## config.mk

```make
export PLATFORM = sky130hd
export DESIGN_NAME = lbc_lane_b_cfg
export DESIGN_NICKNAME = d
export VERILOG_FILES = /design/src/common/lbc_pkg.sv /design/src/rtl/lbc_smbus_slave.sv /design/src/rtl/lbc_rx_probe.sv /design/src/rtl/lbc_lane_b_cfg.sv
export VERILOG_INCLUDE_DIRS = /design/src /design/src/common
export SDC_FILE = /design/constraint.sdc
export NUM_CORES = 1
export LEC_CHECK = 0
export ABC_AREA = 0
export BUFFER_PORTS_ARGS = -buffer_cell sky130_fd_sc_hd__buf_4
export CAP_MARGIN = 0
export CORE_MARGIN = 2
export CORE_UTILIZATION = 55
export CTS_CLUSTER_SIZE = 8
export DETAILED_ROUTE_END_ITERATION = 16
export PLACE_DENSITY = 0.78
export RECOVER_POWER = 25
export SETUP_SLACK_MARGIN = 0.02
export SKIP_CTS_REPAIR_TIMING = 1
export SLEW_MARGIN = 10
export SYNTH_ARGS = -nofsm -noshare
export SYNTH_HDL_FRONTEND = slang
export SYNTH_HIERARCHICAL = 1
export SYNTH_SLANG_ARGS = --single-unit
```

## constraint.sdc

```tcl
create_clock -name clk_sys_i -period 3.1 [get_ports clk_sys_i]
set_input_delay 0.31 -clock clk_sys_i [delete_from_list [all_inputs] [get_ports clk_sys_i]]
set_output_delay 0.31 -clock clk_sys_i [all_outputs]
set_load 0.02 [all_outputs]
```

## src/common/lbc_map.svh

```systemverilog
// Purpose: offsets, reset values and timing for the lane B config slice
// Assumes: 125 MHz system clock
// Notes: constants only
`ifndef LBC_MAP_SVH
`define LBC_MAP_SVH
`define LBC_A_MON      8'h0A
`define LBC_A_DEEMPH   8'h11
`define LBC_A_THR      8'h12
`define LBC_A_SPARE0   8'h13
`define LBC_A_SPARE1   8'h14
`define LBC_A_PMODE    8'h15
`define LBC_A_EQ       8'h16
`define LBC_DEEMPH_RST 3'h2
`define LBC_THR_RST    4'h0
`define LBC_PMODE_RST  2'h0
`define LBC_EQ_RST     8'h2F
`define LBC_TERM_BIT   7
`define LBC_PROBE_MS   12
`define LBC_CLK_KHZ    125000
`define LBC_MAX_TRIES  50
`endif

```

## src/common/lbc_pkg.sv

```systemverilog
// Purpose: shared types for the lane B config slice
// Assumes: nothing
// Notes: mode codes follow the field encoding
package lbc_pkg;
	typedef enum logic [1:0] {LBC_PM_HIZ, LBC_PM_ONCE, LBC_PM_EVER, LBC_PM_TERM} lbc_pmode_t;
	typedef enum logic [3:0] {
		LBC_S_IDLE, LBC_S_ADDR, LBC_S_AACK, LBC_S_REG, LBC_S_RACK,
		LBC_S_WDAT, LBC_S_WACK, LBC_S_RDAT, LBC_S_MACK
	} lbc_smb_st_t;
endpackage

```

## src/rtl/lbc_smbus_slave.sv

```systemverilog
// Purpose: two-wire management slave with register pointer auto-increment
// Assumes: scl/sda already synchronous, slow against clk
// Notes: sda is open drain, oe high pulls low
`timescale 1ns/100ps
module lbc_smbus_slave #(
	parameter logic [6:0] DEV_ADDR = 7'h58
) (
	// Clock and reset
	input  wire logic       clk_i,
	input  wire logic       rst_n_i,
	// Bus pins
	input  wire logic       scl_i,
	input  wire logic       sda_i,
	output logic            sda_o,
	output logic            sda_oe_o,
	// Register side
	output logic            wr_o,
	output logic [7:0]      addr_o,
	output logic [7:0]      wdata_o,
	input  wire logic [7:0] rdata_i
);
	import lbc_pkg::*;
	lbc_smb_st_t st_q;
	logic [7:0] sh_q;
	logic [7:0] ptr_q;
	logic [3:0] cnt_q;
	logic       oe_q;
	logic       rd_q;
	logic       wr_q;
	logic       scl_q;
	logic       sda_q;
	logic       rise;
	logic       fall;
	logic       start;
	logic       stop;

	assign rise  = scl_i & ~scl_q;
	assign fall  = ~scl_i & scl_q;
	assign start = scl_i & scl_q & sda_q & ~sda_i;
	assign stop  = scl_i & scl_q & ~sda_q & sda_i;
	assign sda_o    = 1'b0;
	assign sda_oe_o = oe_q;
	assign wr_o     = wr_q;
	assign addr_o   = ptr_q;
	assign wdata_o  = sh_q;

	always_ff @(posedge clk_i or negedge rst_n_i) begin
		if (!rst_n_i) begin
			scl_q <= 1'b1;
			sda_q <= 1'b1;
		end else begin
			scl_q <= scl_i;
			sda_q <= sda_i;
		end
	end

	always_ff @(posedge clk_i or negedge rst_n_i) begin
		if (!rst_n_i) begin
			st_q  <= LBC_S_IDLE;
			sh_q  <= 8'h00;
			ptr_q <= 8'h00;
			cnt_q <= 4'h0;
			oe_q  <= 1'b0;
			rd_q  <= 1'b0;
			wr_q  <= 1'b0;
		end else begin
			wr_q <= 1'b0;
			if (start) begin
				st_q  <= LBC_S_ADDR;
				cnt_q <= 4'h0;
				oe_q  <= 1'b0;
			end else if (stop) begin
				st_q <= LBC_S_IDLE;
				oe_q <= 1'b0;
			end else begin
				unique case (st_q)
					LBC_S_IDLE: begin
					end
					LBC_S_ADDR, LBC_S_REG, LBC_S_WDAT: begin
						if (rise) begin
							sh_q  <= {sh_q[6:0], sda_i};
							cnt_q <= cnt_q + 4'h1;
						end else if (fall && cnt_q == 4'h8) begin
							cnt_q <= 4'h0;
							oe_q  <= 1'b1;
							if (st_q == LBC_S_ADDR) begin
								rd_q <= sh_q[0];
								if (sh_q[7:1] == DEV_ADDR)
									st_q <= LBC_S_AACK;
								else begin
									oe_q <= 1'b0;
									st_q <= LBC_S_IDLE;
								end
							end else if (st_q == LBC_S_REG) begin
								ptr_q <= sh_q;
								st_q  <= LBC_S_RACK;
							end else begin
								wr_q <= 1'b1;
								st_q <= LBC_S_WACK;
							end
						end
					end
					LBC_S_AACK: begin
						if (fall) begin
							if (rd_q) begin
								sh_q <= rdata_i;
								oe_q <= ~rdata_i[7];
								st_q <= LBC_S_RDAT;
							end else begin
								oe_q <= 1'b0;
								st_q <= LBC_S_REG;
							end
						end
					end
					LBC_S_RACK, LBC_S_WACK: begin
						if (fall) begin
							oe_q <= 1'b0;
							st_q <= LBC_S_WDAT;
							if (st_q == LBC_S_WACK)
								ptr_q <= ptr_q + 8'h01;
						end
					end
					LBC_S_RDAT: begin
						if (fall) begin
							if (cnt_q == 4'h7) begin
								cnt_q <= 4'h0;
								oe_q  <= 1'b0;
								st_q  <= LBC_S_MACK;
							end else begin
								sh_q  <= {sh_q[6:0], 1'b0};
								oe_q  <= ~sh_q[6];
								cnt_q <= cnt_q + 4'h1;
							end
						end
					end
					LBC_S_MACK: begin
						if (rise) begin
							if (sda_i)
								st_q <= LBC_S_IDLE;
							else
								ptr_q <= ptr_q + 8'h01;
						end else if (fall) begin
							sh_q <= rdata_i;
							oe_q <= ~rdata_i[7];
							st_q <= LBC_S_RDAT;
						end
					end
					default: st_q <= LBC_S_IDLE;
				endcase
			end
		end
	end

	property p_wr_ack;
		@(posedge clk_i) disable iff (!rst_n_i)
		wr_q |-> oe_q && st_q == LBC_S_WACK;
	endproperty
	a_wr_ack: assert property (p_wr_ack) else $error("write strobe without ack");
endmodule

```

## src/rtl/lbc_rx_probe.sv

```systemverilog
// Purpose: far receiver probe timer and termination control for one lane
// Assumes: found_i is high while the probe sees a receiver
// Notes: a mode change restarts the search from scratch
`timescale 1ns/100ps
`include "lbc_map.svh"
module lbc_rx_probe #(
	parameter int unsigned PROBE_CYC = `LBC_PROBE_MS * `LBC_CLK_KHZ,
	parameter int unsigned MAX_TRIES = `LBC_MAX_TRIES
) (
	// Clock and reset
	input  wire logic               clk_i,
	input  wire logic               rst_n_i,
	// Control
	input  wire lbc_pkg::lbc_pmode_t mode_i,
	input  wire logic               found_i,
	// Lane side
	output logic                    probe_o,
	output logic                    term_o
);
	import lbc_pkg::*;
	lbc_pmode_t  mode_q;
	logic [31:0] tmr_q;
	logic [15:0] tries_q;
	logic        det_q;
	logic        probe_q;
	logic        autom;
	logic        active;

	if (PROBE_CYC < 2 || MAX_TRIES < 1 || MAX_TRIES > 65535) begin : g_chk
		$error("lbc_rx_probe: bad parameters");
	end

	assign autom  = (mode_i == LBC_PM_ONCE) || (mode_i == LBC_PM_EVER);
	// Mode 01 gives up after the try budget, mode 10 never does
	assign active = autom && !det_q && mode_q == mode_i &&
		(mode_i == LBC_PM_EVER || tries_q < 16'(MAX_TRIES));
	assign probe_o = probe_q;
	assign term_o  = (mode_i == LBC_PM_TERM) || (autom && det_q);

	always_ff @(posedge clk_i or negedge rst_n_i) begin
		if (!rst_n_i) begin
			mode_q  <= LBC_PM_HIZ;
			tmr_q   <= 32'h0;
			tries_q <= 16'h0;
			det_q   <= 1'b0;
			probe_q <= 1'b0;
		end else begin
			mode_q  <= mode_i;
			probe_q <= 1'b0;
			if (mode_q != mode_i) begin
				tmr_q   <= 32'h0;
				tries_q <= 16'h0;
				det_q   <= 1'b0;
			end else if (active) begin
				if (found_i)
					det_q <= 1'b1;
				if (tmr_q == PROBE_CYC - 1) begin
					tmr_q   <= 32'h0;
					tries_q <= tries_q + 16'h1;
					probe_q <= 1'b1;
				end else
					tmr_q <= tmr_q + 32'h1;
			end
		end
	end

	property p_hiz;
		@(posedge clk_i) disable iff (!rst_n_i)
		mode_i == LBC_PM_HIZ |-> !term_o;
	endproperty
	a_hiz: assert property (p_hiz) else $error("hiz mode terminated");

	property p_open_until_found;
		@(posedge clk_i) disable iff (!rst_n_i)
		autom && !det_q |-> !term_o;
	endproperty
	a_open_until_found: assert property (p_open_until_found) else $error("early term");

	property p_budget;
		@(posedge clk_i) disable iff (!rst_n_i)
		mode_i == LBC_PM_ONCE && tries_q == 16'(MAX_TRIES) |=> !probe_q;
	endproperty
	a_budget: assert property (p_budget) else $error("probe past budget");

	property p_spacing;
		@(posedge clk_i) disable iff (!rst_n_i)
		probe_q |=> !probe_q;
	endproperty
	a_spacing: assert property (p_spacing) else $error("probes too close");
endmodule

```

## src/rtl/lbc_lane_b_cfg.sv

```systemverilog
// Purpose: lane 0/1 B-side config registers behind the management bus and EEPROM loader
// Assumes: global override bits and pin straps arrive as inputs
// Notes: reserved bits and bytes read zero and are not stored
`timescale 1ns/100ps
`include "lbc_map.svh"
module lbc_lane_b_cfg #(
	parameter logic [6:0]  DEV_ADDR  = 7'h58,
	parameter int unsigned PROBE_CYC = `LBC_PROBE_MS * `LBC_CLK_KHZ
) (
	// Clock and reset
	input  wire logic       clk_sys_i,
	input  wire logic       rst_n_i,
	// Management bus
	input  wire logic       scl_i,
	input  wire logic       sda_i,
	output logic            sda_o,
	output logic            sda_oe_o,
	// EEPROM loader
	input  wire logic       ee_wr_i,
	input  wire logic [7:0] ee_addr_i,
	input  wire logic [7:0] ee_data_i,
	// Global overrides and straps
	input  wire logic       ovr_presence_i,
	input  wire logic       ovr_probe_i,
	input  wire logic [1:0] pin_assert_thr_i,
	input  wire logic [1:0] pin_deassert_thr_i,
	input  wire logic [1:0] pin_probe_mode_i,
	// Lane status
	input  wire logic       lane0_term_i,
	input  wire logic [7:0] sig_present_i,
	input  wire logic       lane1_found_i,
	// Lane controls
	output logic [2:0]      lane0_deemph_o,
	output logic [1:0]      assert_thr_o,
	output logic [1:0]      deassert_thr_o,
	output logic [7:0]      lane1_eq_o,
	output logic            lane1_probe_o,
	output logic            lane1_term_o
);
	import lbc_pkg::*;
	logic       rst_q1;
	logic       rst_q2;
	logic       bus_wr;
	logic [7:0] bus_addr;
	logic [7:0] bus_wdata;
	logic       wr;
	logic [7:0] waddr;
	logic [7:0] wdata;
	logic [7:0] rdata;
	logic [2:0] deemph_q;
	logic [3:0] thr_q;
	logic [1:0] pmode_q;
	logic [7:0] eq_q;
	logic [1:0] asel_q;
	logic [1:0] dsel_q;
	lbc_pmode_t eff_mode;

	// Release reset through two flops so all state leaves reset on one edge
	always_ff @(posedge clk_sys_i or negedge rst_n_i) begin
		if (!rst_n_i) begin
			rst_q1 <= 1'b0;
			rst_q2 <= 1'b0;
		end else begin
			rst_q1 <= 1'b1;
			rst_q2 <= rst_q1;
		end
	end

	lbc_smbus_slave #(
		.DEV_ADDR (DEV_ADDR)
	) u_smb (
		.clk_i    (clk_sys_i),
		.rst_n_i  (rst_q2),
		.scl_i    (scl_i),
		.sda_i    (sda_i),
		.sda_o    (sda_o),
		.sda_oe_o (sda_oe_o),
		.wr_o     (bus_wr),
		.addr_o   (bus_addr),
		.wdata_o  (bus_wdata),
		.rdata_i  (rdata)
	);

	// The loader only runs at power-up, so it simply wins a collision
	assign wr    = ee_wr_i | bus_wr;
	assign waddr = ee_wr_i ? ee_addr_i : bus_addr;
	assign wdata = ee_wr_i ? ee_data_i : bus_wdata;

	function automatic logic hit(input logic [7:0] a, input logic [7:0] r);
		hit = (a == r);
	endfunction

	// De-emphasis field; bit 7 is status, so only the low field stores
	always_ff @(posedge clk_sys_i or negedge rst_q2) begin
		if (!rst_q2)
			deemph_q <= `LBC_DEEMPH_RST;
		else if (wr && hit(waddr, `LBC_A_DEEMPH))
			deemph_q <= wdata[2:0];
	end

	always_ff @(posedge clk_sys_i or negedge rst_q2) begin
		if (!rst_q2)
			thr_q <= `LBC_THR_RST;
		else if (wr && hit(waddr, `LBC_A_THR))
			thr_q <= wdata[3:0];
	end

	always_ff @(posedge clk_sys_i or negedge rst_q2) begin
		if (!rst_q2)
			pmode_q <= `LBC_PMODE_RST;
		else if (wr && hit(waddr, `LBC_A_PMODE))
			pmode_q <= wdata[3:2];
	end

	always_ff @(posedge clk_sys_i or negedge rst_q2) begin
		if (!rst_q2)
			eq_q <= `LBC_EQ_RST;
		else if (wr && hit(waddr, `LBC_A_EQ))
			eq_q <= wdata;
	end

	// Threshold selection follows the override bit
	always_ff @(posedge clk_sys_i or negedge rst_q2) begin
		if (!rst_q2) begin
			asel_q <= 2'h0;
			dsel_q <= 2'h0;
		end else if (ovr_presence_i) begin
			asel_q <= thr_q[3:2];
			dsel_q <= thr_q[1:0];
		end else begin
			asel_q <= pin_assert_thr_i;
			dsel_q <= pin_deassert_thr_i;
		end
	end

	assign lane0_deemph_o = deemph_q;
	assign assert_thr_o   = asel_q;
	assign deassert_thr_o = dsel_q;
	assign lane1_eq_o     = eq_q;
	assign eff_mode = lbc_pmode_t'(ovr_probe_i ? pmode_q : pin_probe_mode_i);

	lbc_rx_probe #(
		.PROBE_CYC (PROBE_CYC),
		.MAX_TRIES (`LBC_MAX_TRIES)
	) u_probe1 (
		.clk_i   (clk_sys_i),
		.rst_n_i (rst_q2),
		.mode_i  (eff_mode),
		.found_i (lane1_found_i),
		.probe_o (lane1_probe_o),
		.term_o  (lane1_term_o)
	);

	// Read mux; unmapped and reserved bytes read zero
	always_comb begin
		rdata = 8'h00;
		if (hit(bus_addr, `LBC_A_MON))
			rdata = ~sig_present_i;
		else if (hit(bus_addr, `LBC_A_DEEMPH)) begin
			rdata[2:0] = deemph_q;
			rdata[`LBC_TERM_BIT] = lane0_term_i;
		end else if (hit(bus_addr, `LBC_A_THR))
			rdata[3:0] = thr_q;
		else if (hit(bus_addr, `LBC_A_PMODE))
			rdata[3:2] = pmode_q;
		else if (hit(bus_addr, `LBC_A_EQ))
			rdata = eq_q;
	end

	property p_term_bit;
		@(posedge clk_sys_i) disable iff (!rst_q2)
		hit(bus_addr, `LBC_A_DEEMPH) |-> rdata[`LBC_TERM_BIT] == lane0_term_i;
	endproperty
	a_term_bit: assert property (p_term_bit) else $error("status bit wrong");

	property p_deemph_wr;
		@(posedge clk_sys_i) disable iff (!rst_q2)
		wr && hit(waddr, `LBC_A_DEEMPH) |=> lane0_deemph_o == $past(wdata[2:0]);
	endproperty
	a_deemph_wr: assert property (p_deemph_wr) else $error("deemph not written");

	property p_deemph_rst;
		@(posedge clk_sys_i) disable iff (!rst_n_i)
		rst_q2 && !$past(rst_q2) |-> deemph_q == `LBC_DEEMPH_RST && eq_q == `LBC_EQ_RST;
	endproperty
	a_deemph_rst: assert property (p_deemph_rst) else $error("bad reset value");

	property p_thr_reg;
		@(posedge clk_sys_i) disable iff (!rst_q2)
		ovr_presence_i |=> assert_thr_o == $past(thr_q[3:2])
			&& deassert_thr_o == $past(thr_q[1:0]);
	endproperty
	a_thr_reg: assert property (p_thr_reg) else $error("register thr not used");

	property p_thr_pin;
		@(posedge clk_sys_i) disable iff (!rst_q2)
		!ovr_presence_i |=> assert_thr_o == $past(pin_assert_thr_i)
			&& deassert_thr_o == $past(pin_deassert_thr_i);
	endproperty
	a_thr_pin: assert property (p_thr_pin) else $error("pin thr not used");

	property p_mode_src;
		@(posedge clk_sys_i) disable iff (!rst_q2)
		!ovr_probe_i && pin_probe_mode_i == 2'h3 |-> lane1_term_o;
	endproperty
	a_mode_src: assert property (p_mode_src) else $error("pin mode ignored");

	property p_mon;
		@(posedge clk_sys_i) disable iff (!rst_q2)
		hit(bus_addr, `LBC_A_MON) |-> rdata == ~sig_present_i;
	endproperty
	a_mon: assert property (p_mon) else $error("monitor polarity");

	property p_eq_wr;
		@(posedge clk_sys_i) disable iff (!rst_q2)
		wr && hit(waddr, `LBC_A_EQ) |=> lane1_eq_o == $past(wdata);
	endproperty
	a_eq_wr: assert property (p_eq_wr) else $error("eq not written");

	property p_spare;
		@(posedge clk_sys_i) disable iff (!rst_q2)
		hit(bus_addr, `LBC_A_SPARE0) || hit(bus_addr, `LBC_A_SPARE1) |-> rdata == 8'h00;
	endproperty
	a_spare: assert property (p_spare) else $error("spare not zero");

	// Fields move only on a write to their own byte, so refused bytes cannot leak in
	property p_deemph_hold;
		@(posedge clk_sys_i) disable iff (!rst_q2)
		!(wr && hit(waddr, `LBC_A_DEEMPH)) |=> $stable(deemph_q);
	endproperty
	a_deemph_hold: assert property (p_deemph_hold) else $error("deemph moved");

	property p_thr_hold;
		@(posedge clk_sys_i) disable iff (!rst_q2)
		!(wr && hit(waddr, `LBC_A_THR)) |=> $stable(thr_q);
	endproperty
	a_thr_hold: assert property (p_thr_hold) else $error("thresholds moved");

	property p_pmode_hold;
		@(posedge clk_sys_i) disable iff (!rst_q2)
		!(wr && hit(waddr, `LBC_A_PMODE)) |=> $stable(pmode_q);
	endproperty
	a_pmode_hold: assert property (p_pmode_hold) else $error("probe mode moved");

	property p_eq_hold;
		@(posedge clk_sys_i) disable iff (!rst_q2)
		!(wr && hit(waddr, `LBC_A_EQ)) |=> $stable(eq_q);
	endproperty
	a_eq_hold: assert property (p_eq_hold) else $error("eq moved");

	property p_thr_wr;
		@(posedge clk_sys_i) disable iff (!rst_q2)
		wr && hit(waddr, `LBC_A_THR) |=> thr_q == $past(wdata[3:0]);
	endproperty
	a_thr_wr: assert property (p_thr_wr) else $error("thresholds not written");

	property p_pmode_wr;
		@(posedge clk_sys_i) disable iff (!rst_q2)
		wr && hit(waddr, `LBC_A_PMODE) |=> pmode_q == $past(wdata[3:2]);
	endproperty
	a_pmode_wr: assert property (p_pmode_wr) else $error("probe mode not written");

	// Loader must land even when a bus write hits the same cycle
	property p_ee_deemph;
		@(posedge clk_sys_i) disable iff (!rst_q2)
		ee_wr_i && hit(ee_addr_i, `LBC_A_DEEMPH) |=> deemph_q == $past(ee_data_i[2:0]);
	endproperty
	a_ee_deemph: assert property (p_ee_deemph) else $error("loader deemph lost");

	property p_ee_eq;
		@(posedge clk_sys_i) disable iff (!rst_q2)
		ee_wr_i && hit(ee_addr_i, `LBC_A_EQ) |=> eq_q == $past(ee_data_i);
	endproperty
	a_ee_eq: assert property (p_ee_eq) else $error("loader eq lost");

	property p_pm_term;
		@(posedge clk_sys_i) disable iff (!rst_q2)
		ovr_probe_i && pmode_q == LBC_PM_TERM |-> lane1_term_o;
	endproperty
	a_pm_term: assert property (p_pm_term) else $error("register term ignored");

	property p_pm_hiz;
		@(posedge clk_sys_i) disable iff (!rst_q2)
		ovr_probe_i && pmode_q == LBC_PM_HIZ |-> !lane1_term_o;
	endproperty
	a_pm_hiz: assert property (p_pm_hiz) else $error("register hiz ignored");

	property p_pin_hiz;
		@(posedge clk_sys_i) disable iff (!rst_q2)
		!ovr_probe_i && pin_probe_mode_i == LBC_PM_HIZ |-> !lane1_term_o;
	endproperty
	a_pin_hiz: assert property (p_pin_hiz) else $error("pin hiz ignored");

	property p_no_probe;
		@(posedge clk_sys_i) disable iff (!rst_q2)
		eff_mode == LBC_PM_HIZ || eff_mode == LBC_PM_TERM |=> !lane1_probe_o;
	endproperty
	a_no_probe: assert property (p_no_probe) else $error("probe in fixed mode");

	property p_thr_rst;
		@(posedge clk_sys_i) disable iff (!rst_n_i)
		rst_q2 && !$past(rst_q2) |-> thr_q == `LBC_THR_RST && pmode_q == `LBC_PMODE_RST
			&& !lane1_probe_o;
	endproperty
	a_thr_rst: assert property (p_thr_rst) else $error("bad field reset");
endmodule

```

Word level (Yosys, flattened, before mapping) --
Index checks and enable logic that the tools add are counted.
Word-level totals: output and inout port bits 19, word-level logic and storage cells 219, flip-flop bits (word level) 104
Operators by class: bitwise gates (word level) 18, reductions and logical operators 31, $add $sub $neg 4, muxes and demuxes 88, $lt $le $gt $ge 1, eq/ne operators 55
Operators with widths (number):
- two-way mux 8 bit | 19
- two-way mux 32 bit | 3
- two-way mux 4 bit | 22
- equality test 8 x 5 -> 1 bit, second input constant | 8
- two-way mux 16 bit | 3
- adder 32 x 1 -> 32 bit, second input constant | 1
- equality test 32 x 21 -> 1 bit, second input constant | 1
- one-hot mux 8 bit (4 select lines) | 1
- != test 4 x 1 -> 1 bit, second input constant | 7
- two-way mux 1 bit | 27
- one-hot mux 4 bit (6 select lines) | 1
- one-hot mux 8 bit (3 select lines) | 1
- != test 2 x 1 -> 1 bit, second input constant | 11
- equality test 4 x 3 -> 1 bit, second input constant | 5
- adder 16 x 1 -> 16 bit, second input constant | 1
- less-than comparator 16 x 6 -> 1 bit, second input constant | 1
- two-way mux 2 bit | 7
- AND reduction 11 bit | 1
- != test 2 bit, second input constant | 5
- AND reduction 10 bit | 1
- logical AND 1 bit | 9
- NOT 1 bit | 9
- AND reduction 9 bit | 1
- adder 8 x 1 -> 8 bit, second input constant | 1
- other kinds (33) | 51

Longest topological paths before layout --
depth in word-level cells 12, depth in mapped cells 10, depth with buffers taken out 8

By module --
The synthesis kept the hierarchy.
By module, submodules not included:
- lbc_rx_probe | instances 1, cells each 321, area each 2994.1 um^2
- lbc_smbus_slave | instances 1, cells each 232, area each 2123.3 um^2
- lbc_lane_b_cfg | instances 1, cells each 111, area each 1318.8 um^2

Worst setup path before layout --
No wires, ideal clock.
path kind reg-to-reg, from reg pmode_q[1], to reg u_probe1.tries_q[11], required time 3022 ps, clock period less this slack 2607 ps, library setup time 78 ps, slack 493 ps, arrival 2528 ps, cell stages (with the launch flop) 9, cell sequence dfrtp_1 > mux2_2 > ha_1 > or3b_2 > nand3_1 > nor2_1 > clkbuf_1 > or4_1 > a21oi_1
Between the ends: longest elaborated chain between the ends 8, elaborated cells between the ends (all ways) 14
Ends and longest elaborated chain:
- start: declaration | RTL line lbc_lane_b_cfg.sv:52 | logic [1:0] pmode_q;
- start signal: assignment | RTL line lbc_lane_b_cfg.sv:110 | pmode_q <= `LBC_PMODE_RST;
- start signal: assignment | RTL line lbc_lane_b_cfg.sv:112 | pmode_q <= wdata[3:2];
- two-way mux 2 bit * | RTL line lbc_lane_b_cfg.sv:140 | assign eff_mode = lbc_pmode_t'(ovr_probe_i ? pmode_q : pin_probe_mode_i);
- via eff_mode[1] | RTL line lbc_lane_b_cfg.sv:56 | lbc_pmode_t eff_mode;
- equality test 2 x 1 -> 1 bit or equality test 2 bit (tied branches) | RTL line lbc_rx_probe.sv:33, lbc_rx_probe.sv:36
- logical OR 1 bit | RTL line lbc_rx_probe.sv:33 | assign autom = (mode_i == LBC_PM_ONCE) || (mode_i == LBC_PM_EVER);
- logical AND 1 bit (3 in a row) | RTL line lbc_rx_probe.sv:35 | assign active = autom && !det_q && mode_q == mode_i &&
- nonzero test 2 bit (no source line)
- AND reduction 2 bit (no source line)
- end signal: assignment | RTL line lbc_rx_probe.sv:59 | tries_q <= tries_q + 16'h1;
- end: declaration | RTL line lbc_rx_probe.sv:23 | logic [15:0] tries_q;
The timed path passes the listed nets; every way through them passes the cells marked *. A chain may end at the register's enable or synchronous reset.

Worst setup path after layout --
from reg pmode_q[0], to reg u_probe1.tmr_q[21]
Between the ends: longest elaborated chain between the ends 7, elaborated cells between the ends (all ways) 12
Ends and longest elaborated chain:
- two-way mux 2 bit * | RTL line lbc_lane_b_cfg.sv:140
- via eff_mode[0] | RTL line lbc_lane_b_cfg.sv:56
- equality test 2 x 1 -> 1 bit or equality test 2 bit (tied branches) | RTL line lbc_rx_probe.sv:33, lbc_rx_probe.sv:36
- logical OR 1 bit | RTL line lbc_rx_probe.sv:33
- logical AND 1 bit (3 in a row) | RTL line lbc_rx_probe.sv:35
- nonzero test 2 bit (no source line)
- end signal: assignment | RTL line lbc_rx_probe.sv:62 | tmr_q <= tmr_q + 32'h1;
- end: declaration | RTL line lbc_rx_probe.sv:22 | logic [31:0] tmr_q;
Marks and branches as above.

==> impl_metrics.ini <==
[sta]
finClkSkew_ps = 5.65
fin_setup_tns_ps = 0
maxSlewHeadroom = -0.249
worst_pin_slew_ps = 1870
hold_viol = 0
timing.fmax_ghz = 0.350
grt_setup_unrepaired = no
setup_viol = 0
fin_crit_sh = 0.921
slew_viol_final = 50
hold_ws_ps = 88.1
period_needed_ps = 2860

[drt]
wl_met1_um = 6720
dr.pass1.iters = 5
ant_nets = 0
first_iter_violations = 420
vias_per_cell = 6.41
wl_per_cell_um = 18.0
wl_met3_um = 813
routed-via-count = 5526
highest-signal-layer = met4
wl_met2_um = 7570
drcViolationCount = 0
drt-total-wl_um = 15500

[placement]
dp_hpwl_um = 11100
io_buffers = 56
placedInstanceArea_um2 = 6980
dp.cells = 845
gp_congestion = 0.922

[clock_tree]
clockRootBuffer = clkbuf_16
htree_levels = 3
clk_latency_ps = 360
cts_max_path_buffers = 2
numCtsBuffers = 9
cts_sinks = 104
path_clk_slew_ps = 70
cts_tree = built

[final_layout]
diodes = 0
nFillCells = 923
layout-drive-gt1-share = 0.211
syn_to_final_growth_pct = 12.8
fin_cells = 862
final_area_um2 = 7260
nets = 763

[setup_path]
r2r_end = u_probe1/tmr_q[21]$_DFFE_PN0P_
required_ps = 3350
reg2reg_depth = 9
cp_slowest_cell = a2111oi_0
worstPathArrival_ps = 3100
critPathMaxStageDelay_ps = 570
cp_cell_sequence = mux2_2, inv_1, ha_1, nor4_1, nand4_1, buf_4, a2111oi_0, xnor2_1, nor2_1
cp_max_fo = 23
end_kind = register
r2r_slack_ps = 240
worstSetupPathType = register to register
cp-start-kind = register
reg2reg_from = pmode_q[0]$_DFFE_PN0P_

[grt]
grt-ovfl-total = 0
antenna_found_initial = 0
grt_pass1_vias = 5386
grt_first_pass_wirelength_um = 25800
grt_max_degree = 50
grt_use_total = 0.250

[synth]
ys_warn_count = 6
yosysUniqueCellTypes = 80
synth.net_count = 713
netlist_area_um2 = 6440
async_reset_ff_frac = 1.00
synth.avg_cell_area_um2 = 9.69
synthFlopType = dfrtp_1
synth_edf_count = 0
ys_seq_area_frac = 0.406
syn_inst = 664
synth-seq-cells = 104

[run]
timing.max_cap.violations = 1

[floorplanning]
ios = 58
die_h_um = 112
coreArea_um2 = 11400
die_area_um2 = 12600
placementRows = 39
start_util = 0.564
die_w_um = 112

[power_and_ir_drop]
leakage_nw = 3.11
power_density_nw_per_um2 = 534
peakVddDrop_mv = 0.382

[status]
status = finished, violations left
failed_checks = capacitance limit, slew limit

[min_path]
hold_depth = 1
hp-class = input port to register
hold_path.startpoint = scl_i
hold_path_end = u_smb/scl_q$_DFF_PN1_
-- sequential cells by signal, indices dropped and copies added (netlist names), 3 cells and up --
register          count
u_probe1/tmr_q       32
u_smb/cnt_q           4
u_smb/addr_o          8
lane1_eq_o            8
lane0_deemph_o        3
thr_q                 4
u_probe1/tries_q     16
u_smb/st_q            4
u_smb/wdata_o         8
-- worst max path at each step --
stage,startpoint,slack [ps],end,cells past startpoint
6_report,pmode_q[0]$_DFFE_PN0P_,240,u_probe1/tmr_q[21]$_DFFE_PN0P_,9
5_1_grt,pmode_q[0]$_DFFE_PN0P_,20,u_probe1/tmr_q[19]$_DFFE_PN0P_,9
4_1_cts,pmode_q[0]$_DFFE_PN0P_,250,u_probe1/tmr_q[21]$_DFFE_PN0P_,9
3_5_place_dp,ovr_probe_i,210,u_probe1/tmr_q[21]$_DFFE_PN0P_,9
3_3_place_gp,ovr_probe_i,330,u_probe1/tmr_q[0]$_DFFE_PN0P_,8
2_1_floorplan,pmode_q[1]$_DFFE_PN0P_,490,u_probe1/tries_q[11]$_DFFE_PN0P_,8
-- critical path: cells and delay by family, from the launching register on --
family	cells	cell delay, ps
AND/OR/NAND/NOR	3	600
AO/OA/AOI/OAI	1	570
flip-flops	1	420
buffers and inverters	2	360
multiplexers	1	330
adder cells (fa/ha/maj)	1	260
XOR/XNOR	1	190
-- cell usage after synthesis, types with 10 or more instances --
| master | count | area, um^2 |
|---|---|---|
| a2111oi_0 | 12 | 105 |
| nand4_1 | 19 | 119 |
| nor4_1 | 10 | 62.6 |
| nand2_1 | 45 | 169 |
| nor2_1 | 55 | 206 |
| ha_1 | 10 | 125 |
| a21oi_1 | 38 | 190 |
| dfrtp_1 | 96 | 2400 |
| nand3_1 | 32 | 160 |
| o21ai_0 | 28 | 140 |
| buf_2 | 13 | 65.1 |
| inv_1 | 16 | 60.1 |
| mux2_2 | 32 | 360 |
| nor3_1 | 11 | 55.1 |
| xnor2_1 | 24 | 210 |
| or3_1 | 10 | 62.6 |
| clkbuf_1 | 12 | 45.0 |
-- area by class of cell --
class | instances | area [um^2] | share of cell area
inverter | 18 | 67.6 | 0.00931
tap | 143 | 179 | 0.0246
sequential | 104 | 2610 | 0.360
multi-input combinational | 512 | 3610 | 0.497
timing repair buffer | 69 | 509 | 0.0701
clock buffer | 10 | 229 | 0.0315
clock inverter | 6 | 53.8 | 0.00741
-- routing by layer --
| layer | global-route usage | vias up |
|---|---|---|
| li1 | - | 2594 |
| met1 | 0.326 | 2725 |
| met2 | 0.410 | 176 |
| met3 | 0.0427 | 31 |
| met4 | 0.111 | 0 |
| met5 | 0 | - |
-- power breakdown --
part	switching, W	internal (W)	leakage (nW)	total, W
Combinational	0.000537	0.000454	1.58	0.000990
Clock	0.000534	0.000559	0.140	0.00109
Sequential	0.000277	0.00151	1.39	0.00179
-- metrics by stage --
stage,setup slack [ps],power (W),util
after CTS,253,0.00389,0.636
after global placement,333,0.00274,0.612
final,245,0.00387,0.636
after global routing,22.6,0.00409,0.636
after detailed placement,207,0.00279,0.612
after floorplan,493,0.00246,-
-- layout by cell type (no fill, tap or decap), drive strengths merged, types with 9 or more instances in the layout --
cell type,Yosys,layout
dfrtp,96,96
buf,18,65
nor2,56,56
mux2,48,48
nand2,45,45
a21oi,38,38
nand3,32,32
o21ai,31,31
xnor2,24,24
nand4,20,20
inv,18,20
nor3,13,13
clkbuf,12,13
a2111oi,12,12
nor4,11,11
or3,10,10
ha,10,10
nor2b,9,9
mux2i,9,9
and3,9,9
or4,9,9
-- cells by family after synthesis --
group / Yosys count / share of synthesized area
buffers and inverters: 48 / 0.0340
other: 2 / 0.00117
AO/OA/AOI/OAI: 154 / 0.167
flip-flops: 104 / 0.406
adder cells (fa/ha/maj): 10 / 0.0194
multiplexers: 57 / 0.103
AND/OR/NAND/NOR: 261 / 0.232
XOR/XNOR: 28 / 0.0381
No activity file was read; power rests on OpenSTA's default activity.
